## config.mk

```make
export PLATFORM = sky130hd
export DESIGN_NAME = timer8_two_channel
export DESIGN_NICKNAME = d
export VERILOG_FILES = /design/src/rtl/compare_channel.v /design/src/rtl/timer8_two_channel.v
export VERILOG_INCLUDE_DIRS = /design/src /design/src/rtl
export SDC_FILE = /design/constraint.sdc
export NUM_CORES = 1
export LEC_CHECK = 0
export ABC_AREA = 1
export BUFFER_PORTS_ARGS = -buffer_cell sky130_fd_sc_hd__buf_2
export CAP_MARGIN = 30
export CORE_MARGIN = 2
export CORE_UTILIZATION = 55
export DETAILED_ROUTE_END_ITERATION = 7
export GPL_TIMING_DRIVEN = 0
export PLACE_DENSITY = 0.74
export SYNTH_ARGS = -nofsm -noshare
export SYNTH_HDL_FRONTEND = slang
export SYNTH_SLANG_ARGS = --single-unit
```

## constraint.sdc

```tcl
create_clock -name sys_clk -period 4 [get_ports sys_clk]
set_input_delay 0.2 -clock sys_clk [delete_from_list [all_inputs] [get_ports sys_clk]]
set_output_delay 0.2 -clock sys_clk [all_outputs]
set_load 0.01 [all_outputs]
```

## src/rtl/timer8_map.vh

```
// Register offsets, field positions and reset values of the 8-bit timer
`ifndef TIMER8_MAP_VH
`define TIMER8_MAP_VH
// ----------------------------------------
// Register offsets
// ----------------------------------------
`define COUNT_VALUE_ADDR 8'hca
`define TIMER_CONTROL_ADDR 8'hcb
`define CHANNEL0_CONTROL_ADDR 8'hcc
`define CHANNEL0_COMPARE_ADDR 8'hcd
`define CHANNEL1_CONTROL_ADDR 8'hce
`define CHANNEL1_COMPARE_ADDR 8'hcf
`define TIMER_FLAGS_ADDR 8'hd8
// ----------------------------------------
// Timer control fields
// ----------------------------------------
`define TCTL_DIV_HI 7
`define TCTL_DIV_LO 5
`define TCTL_START_BIT 4
`define TCTL_WRAP_MASK_BIT 3
`define TCTL_ZERO_STROBE_BIT 2
`define TCTL_MODE_HI 1
`define TCTL_MODE_LO 0
`define TCTL_RESET 8'h08
// ----------------------------------------
// Channel control fields
// ----------------------------------------
`define CCTL_IRQ_MASK_BIT 6
`define CCTL_ACTION_HI 5
`define CCTL_ACTION_LO 3
`define CCTL_ENABLE_BIT 2
`define CCTL_RESET 8'h40
`define CCTL_WRITE_MASK 8'h7f
`define COMPARE_RESET 8'h00
// ----------------------------------------
// Modes and output actions
// ----------------------------------------
`define MODE_FREE 2'h0
`define MODE_DOWN 2'h1
`define MODE_MODULO 2'h2
`define MODE_UPDOWN 2'h3
`define ACT_SET 3'h0
`define ACT_CLEAR 3'h1
`define ACT_TOGGLE 3'h2
`define ACT_SET_UP 3'h3
`define ACT_CLR_UP 3'h4
`define ACT_SET_CMP 3'h5
`define ACT_CLR_CMP 3'h6
`endif

```

## src/rtl/compare_channel.v

```verilog
// One compare channel: match detection and output pin action
`timescale 1ns/10ps
`include "timer8_map.vh"
module compare_channel
(
	input wire sys_clk,
	input wire reset_n,
	input wire tick,
	input wire running,
	input wire [7:0] count_byte,
	input wire count_down,
	input wire updown_mode,
	input wire [7:0] match_level,
	input wire [7:0] second_level,
	input wire [2:0] output_action,
	input wire compare_enable,
	output wire compare_hit,
	output reg pin_out
);
	wire at_zero;
	wire at_second;

	// Match only counts on an active edge of a running timer
	assign compare_hit = tick & running & (count_byte == match_level);
	assign at_zero = tick & running & (count_byte == 8'h00);
	assign at_second = tick & running & (count_byte == second_level);

	// ----------------------------------------
	// Output action
	// ----------------------------------------
	// Compare checked first, so it wins over a secondary event in the same cycle
	always @(posedge sys_clk)
	begin
		if (!reset_n)
			pin_out <= 1'b0;
		else if (compare_enable)
		begin
			case (output_action)
			`ACT_SET: if (compare_hit) pin_out <= 1'b1;
			`ACT_CLEAR: if (compare_hit) pin_out <= 1'b0;
			`ACT_TOGGLE: if (compare_hit) pin_out <= ~pin_out;
			`ACT_SET_UP:
			begin
				if (compare_hit)
					pin_out <= !count_down;
				else if (at_zero && !updown_mode)
					pin_out <= 1'b0;
			end
			`ACT_CLR_UP:
			begin
				if (compare_hit)
					pin_out <= count_down;
				else if (at_zero && !updown_mode)
					pin_out <= 1'b1;
			end
			`ACT_SET_CMP:
			begin
				if (compare_hit)
					pin_out <= 1'b1;
				else if (at_second)
					pin_out <= 1'b0;
			end
			`ACT_CLR_CMP:
			begin
				if (compare_hit)
					pin_out <= 1'b0;
				else if (at_second)
					pin_out <= 1'b1;
			end
			default: pin_out <= pin_out; // Unused code holds the pin
			endcase
		end
	end
endmodule // compare_channel

```

## src/rtl/timer8_two_channel.v

```verilog
// Eight-bit timer with prescaler, four count modes and two compare channels
//
// Chosen here: strobed register access.
`timescale 1ns/10ps
`include "timer8_map.vh"
module timer8_two_channel
(
	input wire sys_clk,
	input wire reset_n,
	input wire [7:0] reg_addr,
	input wire [7:0] reg_wdata,
	input wire reg_write,
	input wire reg_read,
	output reg [7:0] reg_rdata,
	input wire irq_enable_one,
	input wire sleep_wake,
	output wire channel0_out,
	output wire channel1_out,
	output wire timer_flag,
	output wire timer_irq
);
	// ----------------------------------------
	// Declarations
	// ----------------------------------------
	localparam DIR_UP = 1'b0;
	localparam DIR_DOWN = 1'b1;

	reg [7:0] ctrl_q;
	reg [7:0] cctl0_q;
	reg [7:0] cctl1_q;
	reg [7:0] cmp0_shadow_q;
	reg [7:0] cmp0_q;
	reg [7:0] cmp1_q;
	reg [7:0] count_q;
	reg [7:0] count_d;
	reg dir_q;
	reg dir_d;
	reg [6:0] presc_q;
	reg start_q;
	reg wrap_flag_q;
	reg ch0_flag_q;
	reg ch1_flag_q;
	reg wrap_event;
	reg wake_meta_q;
	reg wake_q;
	wire [7:0] ch0_undo_level;
	wire [1:0] mode;
	wire [2:0] div_sel;
	wire tick;
	wire running;
	wire ch0_hit;
	wire ch1_hit;
	wire ch0_event;
	wire zero_strobe;
	wire [7:0] flags_rd;

	assign mode = ctrl_q[`TCTL_MODE_HI:`TCTL_MODE_LO];
	assign div_sel = ctrl_q[`TCTL_DIV_HI:`TCTL_DIV_LO];
	assign running = ctrl_q[`TCTL_START_BIT];
	assign zero_strobe = reg_write && (reg_addr == `TIMER_CONTROL_ADDR) &&
		reg_wdata[`TCTL_ZERO_STROBE_BIT];

	// Divider tap: ratio 2^sel, so sel 0 gives a tick every cycle
	function tap_hit;
		input [2:0] sel;
		input [6:0] cnt;
		reg [6:0] lowmask;
		begin
			lowmask = (7'h01 << sel) - 7'h01;
			tap_hit = ((cnt & lowmask) == 7'h00);
		end
	endfunction

	// ----------------------------------------
	// Prescaler
	// ----------------------------------------
	// Free running, so a new selection takes effect on the next tap
	always @(posedge sys_clk)
	begin
		if (!reset_n)
			presc_q <= 7'h00;
		else
			presc_q <= presc_q + 7'h01;
	end

	assign tick = tap_hit(div_sel, presc_q);

	// ----------------------------------------
	// Wake synchroniser
	// ----------------------------------------
	// Wake level comes from the power controller, so two flops first
	always @(posedge sys_clk)
	begin
		if (!reset_n)
		begin
			wake_meta_q <= 1'b0;
			wake_q <= 1'b0;
		end
		else
		begin
			wake_meta_q <= sleep_wake;
			wake_q <= wake_meta_q;
		end
	end

	// ----------------------------------------
	// Register writes
	// ----------------------------------------
	// Strobe bit is never stored; sleep exit also leaves it low
	always @(posedge sys_clk)
	begin
		if (!reset_n)
		begin
			ctrl_q <= `TCTL_RESET;
			cctl0_q <= `CCTL_RESET;
			cctl1_q <= `CCTL_RESET;
			cmp0_shadow_q <= `COMPARE_RESET;
			cmp1_q <= `COMPARE_RESET;
		end
		else if (reg_write)
		begin
			case (reg_addr)
			`TIMER_CONTROL_ADDR:
				ctrl_q <= reg_wdata & ~(8'h01 << `TCTL_ZERO_STROBE_BIT);
			`CHANNEL0_CONTROL_ADDR:
				cctl0_q <= reg_wdata & `CCTL_WRITE_MASK;
			`CHANNEL0_COMPARE_ADDR:
				cmp0_shadow_q <= reg_wdata;
			`CHANNEL1_CONTROL_ADDR:
				cctl1_q <= reg_wdata & `CCTL_WRITE_MASK;
			`CHANNEL1_COMPARE_ADDR:
				cmp1_q <= reg_wdata;
			default: ctrl_q <= ctrl_q;
			endcase
		end
		else if (wake_q)
			ctrl_q[`TCTL_ZERO_STROBE_BIT] <= 1'b0;
	end

	// Channel 0 compare only moves over while the counter sits at zero
	always @(posedge sys_clk)
	begin
		if (!reset_n)
			cmp0_q <= `COMPARE_RESET;
		else if (count_q == 8'h00)
			cmp0_q <= cmp0_shadow_q;
	end

	// ----------------------------------------
	// Counter next state
	// ----------------------------------------
	always @*
	begin
		count_d = count_q;
		dir_d = dir_q;
		wrap_event = 1'b0;
		if (running && tick)
		begin
			case (mode)
			`MODE_FREE:
			begin
				count_d = count_q + 8'h01;
				wrap_event = (count_q == 8'hff);
			end
			`MODE_DOWN:
			begin
				if (count_q != 8'h00)
					count_d = count_q - 8'h01;
				wrap_event = (count_q == 8'h01);
			end
			`MODE_MODULO:
			begin
				if (count_q == cmp0_q)
					count_d = 8'h00;
				else
					count_d = count_q + 8'h01;
				wrap_event = (count_q == cmp0_q);
			end
			default:
			begin
				// Up/down turns round at compare value and at zero
				if (dir_q == DIR_UP && count_q == cmp0_q)
				begin
					dir_d = DIR_DOWN;
					count_d = count_q - 8'h01;
				end
				else if (dir_q == DIR_DOWN && count_q == 8'h00)
				begin
					dir_d = DIR_UP;
					count_d = count_q + 8'h01;
				end
				else if (dir_q == DIR_UP)
					count_d = count_q + 8'h01;
				else
					count_d = count_q - 8'h01;
				wrap_event = (dir_q == DIR_DOWN) && (count_q == 8'h00);
			end
			endcase
		end
	end

	// ----------------------------------------
	// Counter register
	// ----------------------------------------
	// Down mode loads on the start edge; clear strobe beats everything
	always @(posedge sys_clk)
	begin
		if (!reset_n)
		begin
			count_q <= 8'h00;
			dir_q <= DIR_UP;
			start_q <= 1'b0;
		end
		else
		begin
			start_q <= running;
			if (zero_strobe)
			begin
				count_q <= 8'h00;
				dir_q <= DIR_UP;
			end
			else if (mode == `MODE_DOWN && running && !start_q)
				count_q <= cmp0_shadow_q;
			else
			begin
				count_q <= count_d;
				dir_q <= (mode == `MODE_UPDOWN) ? dir_d : DIR_UP;
			end
		end
	end

	// ----------------------------------------
	// Compare channels
	// ----------------------------------------
	// Channel 0 undo point: 0xff for action 101, zero for action 110
	assign ch0_undo_level = (cctl0_q[`CCTL_ACTION_HI:`CCTL_ACTION_LO] ==
		`ACT_CLR_CMP) ? 8'h00 : 8'hff;

	compare_channel u_ch0
	(
		.sys_clk(sys_clk),
		.reset_n(reset_n),
		.tick(tick),
		.running(running),
		.count_byte(count_q),
		.count_down(dir_q),
		.updown_mode(mode == `MODE_UPDOWN),
		.match_level(cmp0_q),
		.second_level(ch0_undo_level),
		.output_action(cctl0_q[`CCTL_ACTION_HI:`CCTL_ACTION_LO]),
		.compare_enable(cctl0_q[`CCTL_ENABLE_BIT]),
		.compare_hit(ch0_hit),
		.pin_out(channel0_out)
	);

	compare_channel u_ch1
	(
		.sys_clk(sys_clk),
		.reset_n(reset_n),
		.tick(tick),
		.running(running),
		.count_byte(count_q),
		.count_down(dir_q),
		.updown_mode(mode == `MODE_UPDOWN),
		.match_level(cmp1_q),
		.second_level(cmp0_q),
		.output_action(cctl1_q[`CCTL_ACTION_HI:`CCTL_ACTION_LO]),
		.compare_enable(cctl1_q[`CCTL_ENABLE_BIT]),
		.compare_hit(ch1_hit),
		.pin_out(channel1_out)
	);

	// In up/down mode channel 0 flags the turn at zero instead
	assign ch0_event = (mode == `MODE_UPDOWN) ? wrap_event : ch0_hit;

	// ----------------------------------------
	// Event flags
	// ----------------------------------------
	// Write one to clear; a new event in the same cycle wins
	always @(posedge sys_clk)
	begin
		if (!reset_n)
		begin
			wrap_flag_q <= 1'b0;
			ch0_flag_q <= 1'b0;
			ch1_flag_q <= 1'b0;
		end
		else
		begin
			if (wrap_event)
				wrap_flag_q <= 1'b1;
			else if (reg_write && reg_addr == `TIMER_FLAGS_ADDR && reg_wdata[0])
				wrap_flag_q <= 1'b0;
			if (ch0_event)
				ch0_flag_q <= 1'b1;
			else if (reg_write && reg_addr == `TIMER_FLAGS_ADDR && reg_wdata[1])
				ch0_flag_q <= 1'b0;
			if (ch1_hit)
				ch1_flag_q <= 1'b1;
			else if (reg_write && reg_addr == `TIMER_FLAGS_ADDR && reg_wdata[2])
				ch1_flag_q <= 1'b0;
		end
	end

	// Masks gate flags onto the cpu flag; request also needs enable
	assign timer_flag = (wrap_flag_q & ctrl_q[`TCTL_WRAP_MASK_BIT]) |
		(ch0_flag_q & cctl0_q[`CCTL_IRQ_MASK_BIT]) |
		(ch1_flag_q & cctl1_q[`CCTL_IRQ_MASK_BIT]);
	assign timer_irq = timer_flag & irq_enable_one;

	assign flags_rd = {5'h00, ch1_flag_q, ch0_flag_q, wrap_flag_q};

	// ----------------------------------------
	// Read data
	// ----------------------------------------
	// Data valid only the cycle after the strobe, zero otherwise
	always @(posedge sys_clk)
	begin
		if (!reset_n)
			reg_rdata <= 8'h00;
		else if (reg_read)
		begin
			case (reg_addr)
			`COUNT_VALUE_ADDR: reg_rdata <= count_q;
			`TIMER_CONTROL_ADDR: reg_rdata <= ctrl_q;
			`CHANNEL0_CONTROL_ADDR: reg_rdata <= cctl0_q;
			`CHANNEL0_COMPARE_ADDR: reg_rdata <= cmp0_shadow_q;
			`CHANNEL1_CONTROL_ADDR: reg_rdata <= cctl1_q;
			`CHANNEL1_COMPARE_ADDR: reg_rdata <= cmp1_q;
			`TIMER_FLAGS_ADDR: reg_rdata <= flags_rd;
			default: reg_rdata <= 8'h00;
			endcase
		end
		else
			reg_rdata <= 8'h00;
	end
endmodule // timer8_two_channel

```

=== Word level (Yosys, flattened, before mapping) ===
Cells that the tools add are included.
Widths: inputs -> output; s select.

* Bits in registers: 78
* Input port bits: 22
* Output and inout port bits: 12
* Logic and storage cells: 175

* Add/sub/neg operators: 4
* Eq/ne operators: 46
* Shift-type cells: 1
* Mux-type cells: 47
* Bitwise operators: 17
* Reduce and logical (&&, ||, !) cells: 41

{| class="wikitable"
|+ Operators by type and width
! kind !! number
|-
| $eq 8x8->1 const B || 8
|-
| $mux 8 || 8
|-
| $pmux 8 s7 || 1
|-
| $mux 1 || 33
|-
| $eq 8x8->1 || 3
|-
| $pmux 8 s3 || 1
|-
| $eq 3x3->1 const B || 6
|-
| $reduce_and 9->1 || 2
|-
| $ne 2x2->1 const B || 8
|-
| $reduce_and 2->1 || 8
|-
| $ne 3x2->1 const B || 5
|-
| $ne 3x3->1 const B || 5
|-
| $pmux 1 s7 || 2
|-
| $reduce_bool 7->1 || 2
|-
| $eq 3x2->1 const B || 4
|-
| $logic_and 1x1->1 || 12
|-
| $reduce_bool 2->1 || 5
|-
| $and 1x1->1 || 9
|-
| $add 8x1->8 const B || 1
|-
| $eq 8x1->1 const B || 1
|-
| $logic_not 8->1 || 1
|-
| $reduce_bool 8->1 || 1
|-
| $sub 8x1->8 const B || 1
|-
| $add 7x1->7 const B || 1
|-
| 18 further kinds || 28
|}

=== Depth between registers and ports, before layout ===
* Depth after elaboration: 10
* Mapped depth: 19
* Depth with buffers taken out: 17

=== Hierarchy ===
From an unflattened synthesis, not the netlist that was laid out.

* Cells, all modules: 887
* Area, all modules: 5,266.3 um^2

{| class="wikitable"
|+ By module, submodules not included
! module !! instances !! cells each !! area each (um^2)
|-
| timer8_two_channel || 1 || 645 || 4,201.5
|-
| compare_channel at u_ch0 || 1 || 145 || 615.6
|-
| compare_channel at u_ch1 || 1 || 97 || 449.2
|}

=== Worst setup path before layout ===
Ideal clock, no wire load.

* Path type: flip-flop to flip-flop
* From: register ctrl_q[6]
* To: register u_ch0.pin_out
* Data arrival time: 1,771 ps
* Required time: 3,887 ps
* Path slack: 2,116 ps
* Stages on the path, launching flop included: 18
* Clock period less this slack: 1,884 ps
* Cells stage by stage: dfxtp_1 nor2_1 nand2_1 ha_1 inv_1 nand2_1 nand3_1 nor2_1 nand2_1 nor2_2 buf_6 nand2_1 inv_1 nor2_1 nor2_1 nand2_1 nor2_1 nor2_1

* Longest elaborated chain between the ends: 9
* Elaborated cells between the ends (all ways): 22

{| class="wikitable"
|+ RTL lines
! what !! RTL line !! source
|-
| start, declared || timer8_two_channel.v:28 || <nowiki>reg [7:0] ctrl_q;</nowiki>
|-
| start signal, assigned || timer8_two_channel.v:114 || <nowiki>ctrl_q <= `TCTL_RESET;</nowiki>
|-
| start signal, assigned || timer8_two_channel.v:124 || <nowiki>ctrl_q <= reg_wdata & ~(8'h01 << `TCTL_ZERO_STROBE_BIT);</nowiki>
|-
| start signal, assigned || timer8_two_channel.v:133 || <nowiki>default: ctrl_q <= ctrl_q;</nowiki>
|-
| $shl 1x3->7 * || timer8_two_channel.v:69 || <nowiki>lowmask = (7'h01 << sel) - 7'h01;</nowiki>
|-
| $sub 7x1->7 * || timer8_two_channel.v:69 ||
|-
| $and 7x7->7 * || timer8_two_channel.v:70 || <nowiki>tap_hit = ((cnt & lowmask) == 7'h00);</nowiki>
|-
| $logic_not 7->1 * || timer8_two_channel.v:70 ||
|-
| $and 1x1->1 * || compare_channel.v:24, compare_channel.v:25, compare_channel.v:26 ||
|-
| $and 1x1->1 || compare_channel.v:25 || <nowiki>assign at_zero = tick & running & (count_byte == 8'h00);</nowiki>
|-
| $logic_and 1x1->1 || compare_channel.v:46, compare_channel.v:53 ||
|-
| $ne 3x2->1 (no line) || - ||
|-
| $reduce_and 9->1 (no line) || - ||
|-
| end signal, assigned || compare_channel.v:41 || <nowiki>`ACT_TOGGLE: if (compare_hit) pin_out <= ~pin_out;</nowiki>
|-
| end signal, assigned || compare_channel.v:45 || <nowiki>pin_out <= !count_down;</nowiki>
|-
| end signal, assigned || compare_channel.v:52 || <nowiki>pin_out <= count_down;</nowiki>
|-
| end, declared || compare_channel.v:18 || <nowiki>output reg pin_out</nowiki>
|}

Every way passes the cells marked *; elsewhere a longest branch is shown, timed or not.
A chain may end at the register's enable or synchronous reset.

=== Final worst setup path ===
* From: register ctrl_q[6]
* To: register count_q[7]

* Longest elaborated chain between the ends: 7

{| class="wikitable"
|+ RTL lines
! what !! RTL line !! source
|-
| $shl 1x3->7 || timer8_two_channel.v:69 ||
|-
| $sub 7x1->7 || timer8_two_channel.v:69 ||
|-
| $and 7x7->7 || timer8_two_channel.v:70 ||
|-
| $logic_not 7->1 || timer8_two_channel.v:70 ||
|-
| $logic_and 1x1->1 || timer8_two_channel.v:157 || <nowiki>if (running && tick)</nowiki>
|-
| $reduce_bool 2->1 (no line) || - ||
|-
| $reduce_and 2->1 (no line) || - ||
|-
| end signal, assigned || timer8_two_channel.v:223 || <nowiki>count_q <= cmp0_shadow_q;</nowiki>
|-
| end signal, assigned || timer8_two_channel.v:226 || <nowiki>count_q <= count_d;</nowiki>
|-
| end, declared || timer8_two_channel.v:34 || <nowiki>reg [7:0] count_q;</nowiki>
|}

Every way passes these cells.

==> impl_metrics.py <==
metrics = {
    "outcome": {
        "status": "finished, final reports clean",
    },
    "drt": {
        "drc": 0,
        "wl_per_cell_um": 16.4,
        "first_pass_iters": 6,
        "drt_iter0_drc": 391,
        "routed_wl_um": 13100,
        "viasPerCell": 5.68,
        "num_vias": 4550,
        "drtAntennaViolNets": 0,
    },
    "logic_synthesis": {
        "yosys.area.top_type_share_pct": 34.3,
        "synth_xor_area_share_pct": 4.00,
        "synth-adder-area-share_pct": 1.43,
        "synth-seq-cells": 75,
        "ys.flop_type": "dfxtp_1",
        "synthCells": 651,
        "netlist_top_cells_count": "nand2_1, inv_1, a21oi_1, dfxtp_1, nand3_1",
        "synth-simple-area-share_pct": 27.6,
        "synth_most_common_cell": "nand2_1",
        "async_flop_share_pct": 0,
        "synth_top_family_by_area": "simple AND/OR/NAND/NOR gates",
        "synth_edf_count": 0,
        "yosys_warnings": 0,
        "synth.top_cells.by_area": "dfxtp_1, nand2_1, a21oi_1",
        "synth_seq_area_share_pct": 34.3,
        "yosysTopAreaCell": "dfxtp_1",
        "synthDistinctLibCells": 43,
        "syn-cell-area_sq_um": 4380,
        "postSynthAreaPerCell_sq_um": 6.72,
        "synth_fp_nets": 678,
        "synthMuxAreaShare_pct": 0,
        "synth_compound_area_share_pct": 21.3,
    },
    "finish": {
        "final_cell_area_sq_um": 4880,
        "drive_gt1_share_pct": 12.9,
        "layout.nets": 721,
        "multi_input_area_sq_um": 2380,
        "syn_to_final_growth_pct": 11.5,
        "fillers": 741,
        "insertedDiodeCount": 0,
        "area.sequential_sq_um": 1500,
        "final_core_util_pct": 63.2,
    },
    "pwr": {
        "power.internal_mw": 1.13,
        "leakage_nw": 2.06,
        "ir_drop_uv": 208,
        "clockPowerShare_pct": 43.7,
        "comb_power_share_pct": 5.8,
        "p_seq_share_pct": 50.5,
        "power_density_nw_per_um2": 306,
        "p_sw_share_pct": 24.4,
        "power_switching_mw": 0.364,
    },
    "grt": {
        "grtUsageMet2_pct": 52.8,
        "globalRouteMet3Util_pct": 7.17,
        "grt_overflow_total": 0,
        "grt-busiest-layer": "met2",
        "track_usage_pct": 31.7,
        "antenna_found_initial": 0,
        "grt_pass1_wl_um": 21100,
        "grt.met1_usage_pct": 40.9,
        "grt_start_max_net_pins": 14,
        "grt_pass1_vias": 4174,
    },
    "clock_tree": {
        "post_cts_buffers": 0,
        "cts_root_buffer": "clkbuf_8",
        "insertion_delay_ns": 0.36,
        "cts_buffers": 9,
        "ctsResizeCount": 0,
        "cts_sinks": 75,
        "cts_tree": "done",
        "ctsHtreeMaxLevel": 3,
        "cts.path.max_buffers": 2,
        "ctsHoldBuffers": 0,
        "clk_pin_slew_ns": 0.08,
    },
    "floorplan": {
        "core-area_sq_um": 7730,
        "num_io_pins": 34,
        "num_rows": 32,
        "initial_core_util_pct": 56.6,
        "dieArea_sq_um": 8690,
        "die_w_um": 93.2,
        "die_y_um": 93.2,
    },
    "worst_hold_path": {
        "min_path_type": "in -> reg",
    },
    "sta": {
        "setup_violations": 0,
        "fmax_mhz": 409,
        "finalHoldViolations": 0,
        "finalCritPeriodShare_pct": 61.2,
        "fin_skew_ns": 0.00800,
        "worst_slew_pin_slew_ns": 0.746,
        "period_needed_ns": 2.45,
        "slew-limit-headroom_pct": 50.1,
        "grt_setup_unrepaired": "false",
        "slew_violations": 0,
        "setup_tns_ns": 0,
    },
    "placement": {
        "dp_hpwl_um": 10000,
        "dpl_cell_area_sq_um": 4660,
        "port_buffers": 32,
        "place_congestion": 0.993,
    },
    "worst_setup_path": {
        "critical_path_arrival_ns": 2.71,
        "crit_required_ns": 4.26,
        "cp_max_fo": 6,
        "crit_type": "reg -> reg",
        "end_kind": "flop",
        "critPathLaunchType": "flop",
    },
    "job": {
        "cap_violations": 0,
    },
}
==> final timing paths <==
| path | startpoint | end | slack, ns | depth (start not counted) |
|---|---|---|---|---|
| worst max-delay path | ctrl_q[6] | count_q[7] | 1.55 | 14 |
| worst min-delay path | reg_wdata[6] | cctl1_q[6] | 0.14 | 3 |
| worst max register to register | ctrl_q[6] | count_q[7] | 1.55 | 14 |
| worst min register to register | ctrl_q[4] | start_q | 0.43 | 2 |
==> state kept, by name, summed over array words and instances, names as in the netlist <==
signal,count
cctl0_q,7
cmp1_q,8
ch0_flag_q,1
wrap_flag_q,1
dir_q,1
cmp0_shadow_q,8
u_ch1.pin_out,1
count_q,8
ctrl_q,7
start_q,1
cctl1_q,7
presc_q,7
reg_rdata,8
ch1_flag_q,1
u_ch0.pin_out,1
cmp0_q,8
==> worst max-delay path, cell delays in order, from the launching register on <==
cell	delay, ns
dfxtp_1	0.37
nor2_1	0.22
nand2_1	0.09
ha_1	0.28
inv_1	0.03
nand2_1	0.04
nand3_1	0.07
nor2_1	0.08
nand2_1	0.06
nor2_2	0.22
nand2_1	0.11
nor2_1	0.39
nand3_1	0.20
nand3_1	0.13
inv_1	0.05
==> cells in the final DEF, fill, tap and decap left out, drive strengths merged, types with 16 or more instances in the layout <==
master  netlist  final
o22ai        16     16
nand3        58     58
buf          15     47
o21ai        62     62
dfxtp        75     75
inv          95     95
a21oi        77     77
nor2         51     51
nand2       131    131
clkbuf        8     18
==> metrics by stage <==
step	setup WS (ns)	power (mW)	hold WS, ns	std cells
after detailed placement	1.64	0.857	0.418	785
after global placement	1.62	0.855	0.410	785
after global routing	1.35	1.53	0.156	801
final	1.55	1.49	0.139	801
after CTS	1.63	1.49	0.131	801
after floorplan	2.12	0.820	0.326	651
==> area by class of cell <==
class,count,share of cell area (%)
inverters,95,7.36
flip-flops and latches,75,30.8
repair buffers,32,3.28
multi-input cells,458,48.7
clock inverters,6,1.85
clock buffers,10,2.61
well taps,102,2.61
plain buffers,23,2.87
==> metal layers <==
layer / wire length, um / part of all wire [%]
met3: 1200 / 9.1
met5: 0 / 0
met1: 5450 / 41
met4: 319 / 2.4
met2: 6190 / 47
==> kinds of logic after synthesis <==
family	after synthesis
compound gates	171
xor+xnor	20
fa+ha+maj	5
buf+inv	118
flops	75
simple gates	262
==> power groups by stage <==
stage	registers, mW	logic [mW]	clock network (mW)
floorplan	0.771	0.0489	0
detailed placement	0.772	0.0847	0
global placement	0.772	0.0835	0
finish	0.754	0.0868	0.653
global route	0.755	0.0955	0.682
CTS	0.754	0.0854	0.655
(Power assumes the default switching activity.)
